--- src/verilog/ast_defines.svh ---
// Constants for the asynchronous serial transmitter.
`ifndef AST_DEFINES_SVH
`define AST_DEFINES_SVH
`define AST_OVERSAMPLE     16
`define AST_PRESC_0        5'd1
`define AST_PRESC_1        5'd3
`define AST_PRESC_2        5'd4
`define AST_PRESC_3        5'd13
`define AST_FRAME_BITS_8   4'd10
`define AST_FRAME_BITS_9   4'd11
`define AST_FIFO_DEPTH     8
`define AST_WORD_WIDTH     9
`define AST_BUF_EMPTY_RST  1'b1
`define AST_COMPLETE_RST   1'b1
`define AST_LINE_IDLE      1'b1
`endif

--- src/verilog/ast_pkg.sv ---
// Types shared by the asynchronous serial transmitter files.
package ast_pkg;
    typedef enum logic [1:0] {TX_IDLE, TX_FRAME, TX_MARK} ast_txst_e;
    typedef enum logic [1:0] {FK_DATA, FK_IDLE, FK_BREAK} ast_kind_e;
    typedef struct packed {
        logic       ninth;
        logic [7:0] low;
    } ast_word_s;
    typedef struct packed {
        logic [1:0] presc;
        logic [2:0] divSel;
        logic [7:0] fine;
    } ast_baud_s;
    typedef struct packed {
        logic bufEmpty;
        logic complete;
    } ast_flags_s;
endpackage

--- src/verilog/ast_transmitter.sv ---
// Transmit side of the asynchronous serial interface with its baud generators.
//
// Notes on behaviour
// - Enabled and not sending, output pin high.
// - Both enables off releases the output pin.
// - Frame starts low bit, ends high bit.
// - Data bits go out least significant first.
// - Word length 8 or 9; ninth from control.
// - Idle frame is a whole frame of ones.
// - Break frames of zeros, then one mark bit.
// - Transmit and receive baud generators are independent.
// - Enabling transmitter sends one idle frame before any data frame.
// - Buffer-empty clears on status read, data write.
// - Buffer-empty sets when holding moves to shifter.
// - Buffer-empty with enable raises masked interrupt.
// - Write during frame waits in holding buffer.
// - Write while idle starts sending at once.
// - Data or break frame end sets complete flag, maybe interrupt.
// - Complete flag clears by the same sequence.
// - Breaks repeat while break control set.
// - Enable toggle mid-frame: idle frame, holding lost.
// - Bit rate is clock/(16*prescaler*divider*fine prescaler).
`timescale 1ns/1ns
`default_nettype none
`include "ast_defines.svh"
module ast_transmitter (
    input  wire logic              ref_clk,
    input  wire logic              rst,
    input  wire logic              txEnable,
    input  wire logic              rxEnable,
    input  wire logic              wordLen9,
    input  wire logic              txNinthBit,
    input  wire logic              sendBreakCtl,
    input  wire logic              txEmptyIrqEn,
    input  wire logic              txCompleteIrqEn,
    input  wire logic              cpuIrqMask,
    input  wire ast_pkg::ast_baud_s txBaud,
    input  wire ast_pkg::ast_baud_s rxBaud,
    input  wire logic              statusRead,
    input  wire logic              dataWrite,
    input  wire logic [7:0]        dataIn,
    output logic                   dataWriteReady,
    output ast_pkg::ast_flags_s    flags,
    output logic                   txIrq,
    output logic                   rxSampleTick,
    output logic                   serialTxOut,
    output logic                   serialTxOe
);
    import ast_pkg::*;

    // ------------------------------------------------------------
    // State
    // ------------------------------------------------------------
    typedef struct packed {
        ast_txst_e  st;
        ast_kind_e  kind;
        logic [10:0] shift;
        logic [3:0] bitsLeft;
        logic [18:0] txDiv;
        logic [3:0] txSub;
        logic [18:0] rxDiv;
        logic [3:0] rxSub;
        logic       rxTick;
        ast_word_s  hold;
        logic       holdFull;
        logic       pendIdle;
        logic       enPrev;
        logic       armed;
        ast_flags_s flg;
        logic       line;
        logic       oe;
    } ast_state_s;

    ast_state_s s;
    ast_state_s next_s;
    ast_word_s  wrWord;
    ast_word_s  fifoWord;
    logic       fifoValid;
    logic       fifoPop;
    logic [18:0] txDivisor;
    logic [18:0] rxDivisor;
    logic       txBitEnd;
    logic       frameEnd;
    logic       pickNext;
    logic       emptyReq;
    logic       doneReq;

    // Cycles per oversampling tick: prescaler times power-of-two divider
    // times the fine prescaler, which counts as one when zero.
    function automatic logic [18:0] baudDivisor(input ast_baud_s b);
        logic [4:0]  pr;
        logic [7:0]  fine;
        logic [18:0] prod;
        unique case (b.presc)
            2'd0: pr = `AST_PRESC_0;
            2'd1: pr = `AST_PRESC_1;
            2'd2: pr = `AST_PRESC_2;
            2'd3: pr = `AST_PRESC_3;
        endcase
        fine = (b.fine == 8'h00) ? 8'h01 : b.fine;
        prod = 19'(pr) * 19'(fine);
        return 19'(prod << b.divSel);
    endfunction

    function automatic logic [3:0] frameBits(input logic nine);
        return nine ? `AST_FRAME_BITS_9 : `AST_FRAME_BITS_8;
    endfunction

    // Start low, data least significant bit first, ninth bit if any, stop high.
    function automatic logic [10:0] dataFrame(input ast_word_s wd, input logic nine);
        if (nine) begin
            return {1'b1, wd.ninth, wd.low, 1'b0};
        end
        return {2'b11, wd.low, 1'b0};
    endfunction

    // ------------------------------------------------------------
    // Elaboration checks
    // ------------------------------------------------------------
    if ($bits(ast_word_s) != `AST_WORD_WIDTH) begin : g_bad_word
        $error("ast_transmitter: word struct and word width disagree");
    end
    if (`AST_FRAME_BITS_9 > 11 || `AST_FRAME_BITS_8 > `AST_FRAME_BITS_9) begin : g_bad_frame
        $error("ast_transmitter: frame longer than the shift register");
    end

    // ------------------------------------------------------------
    // Write queue
    // ------------------------------------------------------------
    assign wrWord.ninth = txNinthBit;
    assign wrWord.low   = dataIn;
    assign fifoPop      = fifoValid && !s.holdFull && txEnable;

    ast_fifo #(
        .WIDTH ($bits(ast_word_s)),
        .DEPTH (`AST_FIFO_DEPTH)
    ) u_fifo (
        .ref_clk  (ref_clk),
        .rst      (rst),
        .inValid  (dataWrite),
        .inData   (wrWord),
        .inReady  (dataWriteReady),
        .outValid (fifoValid),
        .outData  (fifoWord),
        .outReady (fifoPop)
    );

    // ------------------------------------------------------------
    // Baud timing
    // ------------------------------------------------------------
    assign txDivisor = baudDivisor(txBaud);
    assign rxDivisor = baudDivisor(rxBaud);
    assign txBitEnd  = (s.st != TX_IDLE) && (s.txDiv == txDivisor - 19'd1)
                       && (s.txSub == 4'(`AST_OVERSAMPLE - 1));
    assign frameEnd  = txBitEnd && (s.bitsLeft == 4'd1);
    assign pickNext  = (s.st == TX_IDLE) || frameEnd;

    // ------------------------------------------------------------
    // Next state
    // ------------------------------------------------------------
    always_comb begin
        next_s = s;
        next_s.enPrev = txEnable;
        next_s.rxTick = 1'b0;

        // --------------------------------------------------------
        // Transmit bit timer runs only while a frame is on the line.
        // --------------------------------------------------------
        if (s.st == TX_IDLE) begin
            next_s.txDiv = '0;
            next_s.txSub = '0;
        end else if (s.txDiv == txDivisor - 19'd1) begin
            next_s.txDiv = '0;
            next_s.txSub = s.txSub + 4'd1;
        end else begin
            next_s.txDiv = s.txDiv + 19'd1;
        end

        // --------------------------------------------------------
        // Receive tick generator, separate divider and enable.
        // --------------------------------------------------------
        if (!rxEnable) begin
            next_s.rxDiv = '0;
            next_s.rxSub = '0;
        end else if (s.rxDiv == rxDivisor - 19'd1) begin
            next_s.rxDiv  = '0;
            next_s.rxSub  = s.rxSub + 4'd1;
            next_s.rxTick = 1'b1;
        end else begin
            next_s.rxDiv = s.rxDiv + 19'd1;
        end

        // --------------------------------------------------------
        // Software flag sequence: a status read arms, a data write clears.
        // --------------------------------------------------------
        if (statusRead) begin
            next_s.armed = 1'b1;
        end
        if (dataWrite && dataWriteReady && s.armed) begin
            next_s.flg.bufEmpty = 1'b0;
            next_s.flg.complete = 1'b0;
            next_s.armed        = 1'b0;
        end

        // --------------------------------------------------------
        // Queue to holding buffer; holding is lost when disabled.
        // --------------------------------------------------------
        if (fifoPop) begin
            next_s.hold     = fifoWord;
            next_s.holdFull = 1'b1;
        end
        if (!txEnable) begin
            next_s.holdFull = 1'b0;
        end
        if (txEnable && !s.enPrev) begin
            next_s.pendIdle = 1'b1;
        end

        // --------------------------------------------------------
        // Shift out one bit at each bit end.
        // --------------------------------------------------------
        if (txBitEnd) begin
            next_s.shift    = {1'b1, s.shift[10:1]};
            next_s.bitsLeft = s.bitsLeft - 4'd1;
        end

        // --------------------------------------------------------
        // Completion of a data or break frame.
        // --------------------------------------------------------
        if (frameEnd && s.st == TX_FRAME && s.kind != FK_IDLE) begin
            next_s.flg.complete = 1'b1;
        end

        // --------------------------------------------------------
        // Choose what goes on the line next.
        // --------------------------------------------------------
        if (pickNext) begin
            if (frameEnd && s.st == TX_FRAME && s.kind == FK_BREAK && !sendBreakCtl) begin
                next_s.st       = TX_MARK;
                next_s.shift    = '1;
                next_s.bitsLeft = 4'd1;
            end else if (txEnable && sendBreakCtl) begin
                next_s.st       = TX_FRAME;
                next_s.kind     = FK_BREAK;
                next_s.shift    = '0;
                next_s.bitsLeft = frameBits(wordLen9);
            end else if (txEnable && (s.pendIdle || next_s.pendIdle)) begin
                next_s.st       = TX_FRAME;
                next_s.kind     = FK_IDLE;
                next_s.shift    = '1;
                next_s.bitsLeft = frameBits(wordLen9);
                next_s.pendIdle = 1'b0;
            end else if (txEnable && s.holdFull) begin
                next_s.st       = TX_FRAME;
                next_s.kind     = FK_DATA;
                next_s.bitsLeft = frameBits(wordLen9);
                next_s.holdFull = 1'b0;
                next_s.flg.bufEmpty = 1'b1;
                next_s.shift = dataFrame(s.hold, wordLen9);
            end else begin
                next_s.st = TX_IDLE;
            end
        end

        // --------------------------------------------------------
        // Pin: high whenever no frame bit is being sent.
        // --------------------------------------------------------
        if (next_s.st == TX_IDLE) begin
            next_s.line = `AST_LINE_IDLE;
        end else begin
            next_s.line = next_s.shift[0];
        end
        next_s.oe = txEnable || rxEnable;
    end

    always_ff @(posedge ref_clk or posedge rst) begin
        if (rst) begin
            s              <= '0;
            s.st           <= TX_IDLE;
            s.kind         <= FK_DATA;
            s.flg.bufEmpty <= `AST_BUF_EMPTY_RST;
            s.flg.complete <= `AST_COMPLETE_RST;
            s.line         <= `AST_LINE_IDLE;
        end else begin
            s <= next_s;
        end
    end

    // ------------------------------------------------------------
    // Outputs
    // ------------------------------------------------------------
    assign flags        = s.flg;
    assign serialTxOut  = s.line;
    assign serialTxOe   = s.oe;
    assign rxSampleTick = s.rxTick;
    assign emptyReq     = s.flg.bufEmpty && txEmptyIrqEn;
    assign doneReq      = s.flg.complete && txCompleteIrqEn;
    assign txIrq        = !cpuIrqMask && (emptyReq || doneReq);
endmodule // ast_transmitter
`default_nettype wire

--- src/verilog/ast_fifo.sv ---
// Flip-flop FIFO with valid and ready on both sides.
`timescale 1ns/1ns
`default_nettype none
`include "ast_defines.svh"
module ast_fifo #(
    parameter int WIDTH = `AST_WORD_WIDTH,
    parameter int DEPTH = `AST_FIFO_DEPTH
) (
    input  wire logic             ref_clk,
    input  wire logic             rst,
    input  wire logic             inValid,
    input  wire logic [WIDTH-1:0] inData,
    output logic                  inReady,
    output logic                  outValid,
    output logic      [WIDTH-1:0] outData,
    input  wire logic             outReady
);
    import ast_pkg::*;
    localparam int AW = $clog2(DEPTH);

    if (DEPTH < 2 || (DEPTH & (DEPTH - 1)) != 0 || WIDTH < 1) begin : g_bad
        $error("ast_fifo: DEPTH must be a power of two of at least 2");
    end

    typedef struct packed {
        logic [DEPTH-1:0][WIDTH-1:0] mem;
        logic [AW:0]                 wp;
        logic [AW:0]                 rp;
    } fifo_state_s;

    fifo_state_s s;
    fifo_state_s next_s;
    logic        full;
    logic        empty;

    assign full     = (s.wp ^ s.rp) == {1'b1, {AW{1'b0}}};
    assign empty    = s.wp == s.rp;
    assign inReady  = !full;
    assign outValid = !empty;
    assign outData  = s.mem[s.rp[AW-1:0]];

    always_comb begin
        next_s = s;
        if (inValid && !full) begin
            next_s.mem[s.wp[AW-1:0]] = inData;
            next_s.wp = s.wp + 1'b1;
        end
        if (outReady && !empty) begin
            next_s.rp = s.rp + 1'b1;
        end
    end

    always_ff @(posedge ref_clk or posedge rst) begin
        if (rst) begin
            s <= '0;
        end else begin
            s <= next_s;
        end
    end
endmodule // ast_fifo
`default_nettype wire

--- config.mk ---
export PLATFORM = sky130hd
export DESIGN_NAME = ast_transmitter
export DESIGN_NICKNAME = d
export VERILOG_FILES = /design/src/verilog/ast_pkg.sv /design/src/verilog/ast_transmitter.sv /design/src/verilog/ast_fifo.sv
export VERILOG_INCLUDE_DIRS = /design/src /design/src/verilog
export SDC_FILE = /design/constraint.sdc
export NUM_CORES = 1
export LEC_CHECK = 0
export BUFFER_PORTS_ARGS = -buffer_cell sky130_fd_sc_hd__buf_2
export CAP_MARGIN = 20
export CORE_UTILIZATION = 45
export DETAILED_ROUTE_END_ITERATION = 10
export PLACE_DENSITY_LB_ADDON = 0.08
export SKIP_CTS_REPAIR_TIMING = 1
export SYNTH_ARGS = -nofsm -noshare
export SYNTH_HDL_FRONTEND = slang
export SYNTH_SLANG_ARGS = --single-unit
--- constraint.sdc ---
create_clock -name ref_clk -period 7.3 [get_ports ref_clk]
set_input_delay 1.46 -clock ref_clk [delete_from_list [all_inputs] [get_ports ref_clk]]
set_output_delay 1.46 -clock ref_clk [all_outputs]
set_load 0.02 [all_outputs]
# Yosys cells after proc, flatten, opt, wreduce, memory -nomap -nowiden
# Index checks and enable logic that the tools add are counted.
[classes]
add_sub_neg = 9
eq_ne = 16
multipliers = 2
n_shift = 2
reduce_logical = 42
n_bitwise = 2
muxes = 52
n_lt_le_gt_ge = 3
[op_table]
columns = ["cell", "count"]
rows = [
  ["$mux W19", 5],
  ["$bwmux W72", 1],
  ["$mux W23", 2],
  ["$pmux W5 S4", 2],
  ["$add A19 B1 Y19 const B", 2],
  ["$eq A19 B19 Y1", 2],
  ["$shl A13 B3 Y19", 2],
  ["$sub A19 B1 Y19 const B", 2],
  ["$mux W15", 2],
  ["$bmux W9 S3", 1],
  ["$demux W9 S3", 1],
  ["$mul A5 B8 Y13", 2],
  ["$mux W1", 23],
  ["$mux W11", 2],
  ["$logic_and A1 B1 Y1", 20],
  ["$mux W9", 2],
  ["$mux W17", 1],
  ["$add A4 B1 Y4 const B", 4],
  ["$logic_not A8 Y1", 2],
  ["$mux W8", 2],
  ["$eq A2 B2 Y1 const B", 5],
  ["$mux W2", 5],
  ["$eq A4 B4 Y1 const B", 2],
  ["$logic_not A2 Y1", 4],
  ["17 further kinds", 32],
]
[word_totals]
output_inout_bits = 7
reg_bits = 163

# Depth between registers and ports, before layout
# Gate-level depths: netlist of run 1.
[depth]
word_depth = 22
depth_mapped = 26
depth_no_buf = 22

# Hierarchy
# From an unflattened synthesis of run 1, not the netlist that was laid out.
[unflattened]
cells_unflattened = 1539
area_unflattened_um2 = 14046.0
[modules_own_cells]
columns = ["module", "seq_area_each_um2", "area_each_um2", "instances", "cells_each"]
rows = [
  ["ast_transmitter", 1980.6, 10219.8, 1, 1309],
  ["ast_fifo", 2001.9, 3826.2, 1, 230],
]

# Worst setup path before layout of run 1
# No wires, ideal clock.
[synth_path]
path_type = "input to register"
start = "input txBaud[4] (netlist bit)"
end = "register s[79] (netlist bit)"
setup_time_ns = 0.125
arrival_time_ns = 7.374
path_stages = 23
path_slack_ns = -0.198
path_cell_list = "nor4_1 a21o_1 and3_1 ha_1 inv_1 fa_1 inv_1 fa_1 ha_1 buf_2 a21o_1 a221oi_4 mux2i_1 o32ai_4 o2111ai_4 a2111oi_4 xnor3_1 nor4_1 o2111ai_1 a2111oi_4 a21oi_2 nor3_2 mux2_2"
[synth_between]
elab_chain_cells = 14
word_cells_on_any_way = 15
classes_between = "add/sub: 1; mul: 1; eq/ne: 1; shift: 1; mux: 1; bitwise: 1; reduce/logical: 9"
[synth_rtl]
columns = ["element", "line_no", "rtl"]
rows = [
  ["start: declaration", "ast_transmitter.sv:37", "input wire ast_pkg::ast_baud_s txBaud,"],
  ["$logic_not A8 Y1", "ast_transmitter.sv:100", "fine = (b.fine == 8'h00) ? 8'h01 : b.fine;"],
  ["$mux W8 (*)", "ast_transmitter.sv:100", ""],
  ["$mul A5 B8 Y13 (*)", "ast_transmitter.sv:101", "prod = 19'(pr) * 19'(fine);"],
  ["$shl A13 B3 Y19 (*)", "ast_transmitter.sv:102", "return 19'(prod << b.divSel);"],
  ["$sub A19 B1 Y19 (*)", "ast_transmitter.sv:153", "assign txBitEnd = (s.st != TX_IDLE) && (s.txDiv == txDivisor - 19'd1)"],
  ["$eq A19 B19 Y1 (*)", "ast_transmitter.sv:153", ""],
  ["$logic_and A1 B1 Y1 (*) (2 in series)", "ast_transmitter.sv:153", ""],
  ["$logic_and A1 B1 Y1 (*)", "ast_transmitter.sv:155", "assign frameEnd = txBitEnd && (s.bitsLeft == 4'd1);"],
  ["$logic_and A1 B1 Y1 (3 in series)", "ast_transmitter.sv:238", "if (frameEnd && s.st == TX_FRAME && s.kind == FK_BREAK && !sendBreakCtl) begin"],
  ["$not A1 Y1 (no line)", "-", ""],
  ["$reduce_and A3 Y1 (no line) (*)", "-", ""],
  ["end signal: assignment", "ast_transmitter.sv:285", "s <= next_s;"],
  ["end: declaration", "ast_transmitter.sv:74", "ast_state_s s;"],
]
# Mark *: on every way between the ends. The rest lies on a longest branch, timed or not.
# A chain may end at the register's enable or synchronous reset.

# Worst setup path after layout of run 1
[layout_path]
start = "input txBaud[6] (netlist bit)"
end = "register s[80] (netlist bit)"
# Same word-level chain as after synthesis.

==> results.py, run 1 <==
metrics = {
    "timing": {
        "fmax_mhz": 140.9,
        "slew_headroom": 0.3139,
        "drv_slew": 0,
        "fin_skew_ps": 15.89,
        "tightest_slew_ps": 1029,
        "setup_viol": 0,
        "whs_ps": 483.3,
        "hold_violations": 0,
        "post-route-period-util": 0.9723,
        "final.min_clock_period_ps": 7098,
    },
    "setup_path": {
        "critical-path-top-delay-family": "compound AO/OA/AOI/OAI gates",
        "required_ps": 7610,
        "critPathArrivalTime_ps": 7410,
        "r2r_slack_ps": 4010,
        "critPathKind": "input port to flop",
        "ff2ff_path_depth": 8,
        "crit_fanout": 8,
        "cp-start-kind": "input port",
        "crit_buf_inv": 8,
        "reg2reg_to": "u_fifo.s[67]",
        "slowest_delay_ps": 520,
        "cpMostUsedCell": "buf_4",
        "cp-end-kind": "flop",
        "crit_path_top_delay_cell": "fa_1",
        "r2r-start": "u_fifo.s[1]",
    },
    "hold_path": {
        "hold_class": "flop to flop",
        "hold_depth": 2,
        "min_from": "s[16]",
        "min_to": "s[16]",
    },
    "floorplanning": {
        "pin_count": 53,
        "die_y_um": 174.5,
        "core.rowCount": 62,
        "start_util": 0.4615,
        "core_region_area_sq_um": 29010,
        "dieWidth_um": 174.5,
        "dieArea_sq_um": 30450,
    },
    "placement": {
        "placedCellCount": 2008,
        "gp_congestion": 0.8911,
        "place_area_sq_um": 15200,
        "place_hpwl_um": 24030,
        "port_buffers": 52,
    },
    "finish": {
        "post-route-util": 0.5595,
        "final.fill_count": 2675,
        "num_antenna_cells": 0,
        "area_growth_pct": 21.22,
        "layout_commonest_cell": "buf_4",
        "nets": 1789,
        "layout_common_cells": "188 x buf_4, 156 x dfrtp_1, 122 x nand2_1",
        "multi_input_area_sq_um": 9087,
        "fin_cells": 2055,
        "postLayoutCellArea_sq_um": 16230,
        "drive_above_1_share": 0.2741,
        "regArea_sq_um": 3983,
    },
    "pwr": {
        "peakVddDrop_mv": 0.1753,
        "p_int_mw": 2.717,
        "p_sw_mw": 1.523,
        "leakage_nw": 7.416,
        "power.density_nw_per_um2": 261.2,
        "power.share.clock": 0.216,
        "p_sw_frac": 0.3592,
        "pwr-share-comb": 0.447,
        "p_total_mw": 4.239,
        "seq_power_share": 0.337,
    },
    "detailed_routing": {
        "drtPass1Iterations": 4,
        "routed_via_density": 5.691,
        "wire_per_inst_um": 16.04,
        "ant_nets": 0,
        "drc": 0,
        "drt_iter0_markers": 707,
        "vias": 11700,
        "totalWireLength_um": 32960,
    },
    "synth": {
        "syn_area_per_cell_sq_um": 9.109,
        "ys_ff_latch": 159,
        "async_flop_share": 1.000,
        "synth.area.top_cells": "dfrtp_1 29%, mux2_2 6.6%, ha_1 5.7%, xnor2_1 4.3%, fa_1 3.6%",
        "synth.yosys.seq_area_share": 0.2974,
        "synth_edf_count": 0,
        "yosysUniqueCellTypes": 93,
        "synth.top_cell.area_share": 0.2915,
        "synth_largest_area_cell": "dfrtp_1",
        "yosysWarnings": 0,
        "syn_inst": 1470,
        "synth_area_sq_um": 13390,
        "syn_nets": 1601,
        "ys.flop_type": "dfrtp_1",
    },
    "cts": {
        "clk-insertion-delay-late_ps": 430,
        "ctsHtreeMaxLevel": 4,
        "cts_sinks": 159,
        "cts_root_buffer": "clkbuf_16",
        "cts_made_buffers": 17,
        "path_clk_slew_ps": 70,
        "cts_buffer_depth": 2,
        "cts_tree": "yes",
    },
    "global_route": {
        "grt_max_degree": 99,
        "grt_antenna_before_repair": 1,
        "grt_pass1_vias": 11320,
        "overflow": 0,
        "grt_pass1_wl_um": 56260,
        "track_usage": 0.2231,
    },
    "job": {
        "maxCapViolCount": 0,
    },
    "status": {
        "status": "finished, final reports clean",
    },
}
power groups by stage:
stage                     logic, mW  registers, mW  clock network (mW)
after floorplan                1.37           1.33                   0
after global placement         1.80           1.43                   0
after detailed placement       1.83           1.44                   0
after CTS                      1.83           1.43               0.940
after global routing           2.10           1.47               0.974
final                          1.89           1.43               0.917
worst register-to-register path, cell delays in order, from the launching register on:
cell	delay [ps]
dfrtp_1	1020
xor2_1	190
nor3_1	90
nand2b_1	100
and2_1	260
nand2_1	110
nor3b_1	750
buf_4	300
mux2_2	340
cell families (layout without fill, tap and decap cells):
group	after synthesis	after routing	share of synthesized area
simple gates	512	512	0.1944
compound gates	326	326	0.1802
buf+inv	162	363	0.04850
flops	159	159	0.2974
mux	126	126	0.1192
xor+xnor	100	100	0.06746
fa+ha+maj	85	85	0.09288
layout make-up:
cell class	instances	share of cell area
Clock inverter	14	0.01087
Inverter	84	0.01973
Clock buffer	18	0.02644
Multi-Input combinational cell	1149	0.5599
Tap cell	384	0.02960
Sequential cell	159	0.2454
Timing Repair Buffer	247	0.1081
Yosys cell counts, types with 13 or more instances:
master and n:
dfrtp_1 156, nand2_1 123, nor2_1 109, inv_1 82
mux2_2 78, a21oi_1 71, xnor2_1 65, ha_1 61
clkbuf_1 54, and2_1 47, o21ai_0 46, nand3_1 45
and3_1 39, xor2_1 33, mux2i_1 29, nor3_1 25
fa_1 24, nor4_1 22, nand4_1 20, mux4_2 19
nor2b_1 17, a21o_1 16, buf_2 14, o21a_1 14
a211oi_1 13, o22ai_1 13, or2_2 13
registers in the layout (all words and copies together) (netlist names):
register,count
u_fifo.s,80
s,74
flags,2
rxSampleTick,1
serialTxOe,1
serialTxOut,1
worst max-delay path by stage:
stage                     startpoint  cells after the start  slack [ps]  endpoint
after floorplan            txBaud[4]                     23           4     s[79]
after global placement     txBaud[4]                     26        -360     s[77]
after detailed placement   txBaud[4]                     26        -430     s[77]
after CTS                  txBaud[4]                     26         -20     s[77]
after global routing       txBaud[6]                     25         -50     s[79]
final                      txBaud[6]                     28         200     s[80]
per-stage QoR:
stage,TNS (ps),setup slack (ps)
floorplan,0,3.879
detailed placement,-18460,-429.6
finish,0,201.9
global placement,-15360,-363.1
global route,-106.3,-50.14
CTS,-22.53,-17.54
layer usage:
layer	global-route usage	part of all wire	up-vias	wire length, um
met4	0.03841	0.0082	2	271
met2	0.3604	0.47	189	15420
met3	0.03084	0.032	30	1069
met5	0	0.00030	-	10
met1	0.3210	0.49	5728	16190
li1	-	-	5747	-
(Power assumes the default switching activity.)
==> inputs of run 2 (changes only) <==
--- a/config.mk
+++ b/config.mk
@@ -9,7 +9,9 @@
 export BUFFER_PORTS_ARGS = -buffer_cell sky130_fd_sc_hd__buf_2
 export CAP_MARGIN = 20
 export CORE_UTILIZATION = 45
+export CTS_BUF_LIST = sky130_fd_sc_hd__clkbuf_4
 export DETAILED_ROUTE_END_ITERATION = 10
+export GPL_TIMING_DRIVEN = 0
 export PLACE_DENSITY_LB_ADDON = 0.08
 export SKIP_CTS_REPAIR_TIMING = 1
 export SYNTH_ARGS = -nofsm -noshare
==> constraint.sdc (replaced) <==
create_clock -name ref_clk -period 8.4 [get_ports ref_clk]
set_input_delay 1.68 -clock ref_clk [delete_from_list [all_inputs] [get_ports ref_clk]]
set_output_delay 1.68 -clock ref_clk [all_outputs]
set_load 0.02 [all_outputs]
==> run 2 against run 1 <==
  * Utilization down 5.7 points
  * Combinational power is 19% lower
  * Register-to-register slack gained 1300 ps
  * Power down 25%
  * Setup slack improved by 160 ps
  * Die area unchanged
  * Sequential share of layout area is 2.8 points higher
  * Final cell count shrank 5.6%
  * Non-clock buffer count decreased by 116
  * Count of clock-buffer cells in the layout decreased by 1
  * Clock power decreased by 49%
==> results.py, run 2 (synthesis results as in run 1) <==
metrics = {
    "finish": {
        "area_growth_pct": 8.905,
        "drive_above_1_share": 0.1646,
        "top_register": "u_fifo.s",
        "fin_cells": 1939,
        "largest_reg_flops": 80,
        "postLayoutCellArea_sq_um": 14580,
        "layout_common_cells": "156 x dfrtp_1, 123 x nand2_1, 108 x nor2_1",
        "num_antenna_cells": 0,
        "layout_commonest_cell": "dfrtp_1",
        "nets": 1673,
    },
    "detailed_routing": {
        "vias": 11240,
        "wire_per_inst_um": 16.98,
        "drtPass1Iterations": 6,
        "totalWireLength_um": 32920,
        "ant_nets": 0,
        "routed_via_density": 5.795,
        "drt_iter0_markers": 756,
        "drc": 0,
    },
    "timing": {
        "fmax_mhz": 124.5,
        "fin_skew_ps": 22.95,
        "hold_violations": 0,
        "final.min_clock_period_ps": 8034,
        "post-route-period-util": 0.9564,
        "tightest_slew_ps": 1023,
        "setup_tns_ps": 0,
        "slew_headroom": 0.3121,
        "setup_viol": 0,
        "drv_slew": 0,
        "rsz0062_at_grt": "false",
    },
    "cts": {
        "path_clk_slew_ps": 120,
        "ctsHtreeMaxLevel": 4,
        "cts_made_buffers": 17,
        "clk-insertion-delay-late_ps": 570,
        "cts_tree": "yes",
        "cts_buffer_depth": 2,
        "cts_root_buffer": "clkbuf_4",
        "cts_sinks": 159,
    },
    "setup_path": {
        "crit_fanout": 10,
        "critPathArrivalTime_ps": 8490,
        "slowest_delay_ps": 530,
        "critical-path-top-delay-family": "compound AO/OA/AOI/OAI gates",
        "crit_path_top_delay_cell": "fa_1",
        "cp-end-kind": "flop",
        "critPathKind": "input port to flop",
        "required_ps": 8850,
        "crit_buf_inv": 3,
        "path_cells": "buf_2 > nor4_4 > a21o_1 > and3_1 > ha_1 > ha_1 > inv_1 > fa_1 > inv_1 > fa_1 > a21o_1 > a221oi_4 > mux2i_4 > o32ai_4 > a311oi_1 > o21ai_0 > nor2b_1 > o41ai_1 > nand3_1 > a2111oi_4 > a21oi_2 > nor3_4 > mux2_2",
        "cp-start-kind": "input port",
    },
    "pwr": {
        "peakVddDrop_mv": 0.1316,
        "leakage_nw": 6.424,
        "p_total_mw": 3.186,
        "power.density_nw_per_um2": 218.5,
    },
    "floorplanning": {
        "core.rowCount": 62,
        "die_y_um": 174.5,
        "start_util": 0.4615,
        "core_region_area_sq_um": 29010,
        "pin_count": 53,
        "dieWidth_um": 174.5,
        "dieArea_sq_um": 30450,
    },
    "placement": {
        "port_buffers": 50,
        "place_area_sq_um": 14190,
        "place_hpwl_um": 24750,
        "gp_congestion": 0.9137,
        "placedCellCount": 1907,
    },
    "global_route": {
        "grt_pass1_wl_um": 55660,
        "track_usage": 0.2225,
        "overflow": 0,
        "grt_max_degree": 92,
        "grt_antenna_before_repair": 1,
        "grt_pass1_vias": 10970,
    },
    "job": {
        "maxCapViolCount": 0,
    },
    "hold_path": {
        "hold_class": "flop to flop",
    },
    "status": {
        "status": "finished, final reports clean",
    },
}
-- run 2: cell types whose count changed in the layout (fill, tap and decap cells not counted), sizes merged --
| cell | before | now |
|---|---|---|
| clkinv | 6 | 8 |
| clkinvlp | 1 | 4 |
| clkbuf | 19 | 72 |
| inv | 89 | 85 |
| buf | 246 | 76 |
-- run 2: path summary, 6_finish.rpt --
check / startpoint / to / slack (ps) / cells after the start
worst min register to register: flags[0] / flags[0] / 500 / 2
worst max-delay path: txBaud[4] / s[80] / 370 / 23
worst max register to register: s[55] / s[80] / 5350 / 8
max in group asynchronous: rst / serialTxOut / 6470 / 3
worst min-delay path: flags[0] / flags[0] / 500 / 2
min in group asynchronous: rst / u_fifo.s[5] / 1130 / 2
-- run 2: area by class of cell --
cell class | count | area, sq um
fillers | 2823 | 14430
multi-input cells | 1149 | 8876
flip-flops and latches | 159 | 3983
well taps | 384 | 480.5
plain buffers | 78 | 335.3
inverters | 84 | 322.8
repair buffers | 53 | 296.5
clock inverters | 15 | 161.4
clock buffers | 17 | 127.6
-- run 2: metal layers --
metal | up-vias | wire length (um) | global-route usage | share of wire
met1 | 5464 | 16280 | 0.3226 | 0.49
li1 | 5498 | - | - | -
met4 | 0 | 325 | 0.04239 | 0.0099
met5 | - | 0 | 0 | 0
met3 | 30 | 1301 | 0.03456 | 0.040
met2 | 244 | 15010 | 0.3516 | 0.46
-- run 2: worst register-to-register path, delay by kind of cell, from the launching register on --
| family | cells | cell delay (ps) |
|---|---|---|
| mux | 1 | 370 |
| simple gates | 4 | 910 |
| flops | 1 | 460 |
| compound gates | 3 | 1210 |
-- run 2: metrics by stage --
step | setup slack (ps) | hold slack, ps | util
2_1_floorplan | 681.6 | 444.7 | -
3_3_place_gp | -792.8 | 466.1 | 0.4867
5_1_grt | 21.11 | 532.4 | 0.5026
3_5_place_dp | -798.1 | 471.4 | 0.4892
6_report | 366.0 | 499.9 | 0.5026
4_1_cts | -226.6 | 502.9 | 0.4991
-- run 2: where the power goes --
group / leakage, nW / internal [mW] / total (mW) / switching [mW]
Clock: 0.142 / 0.179 / 0.470 / 0.290
Combinational: 4.31 / 0.723 / 1.53 / 0.803
Sequential: 1.97 / 1.03 / 1.19 / 0.157
Total: 6.42 / 1.94 / 3.19 / 1.25
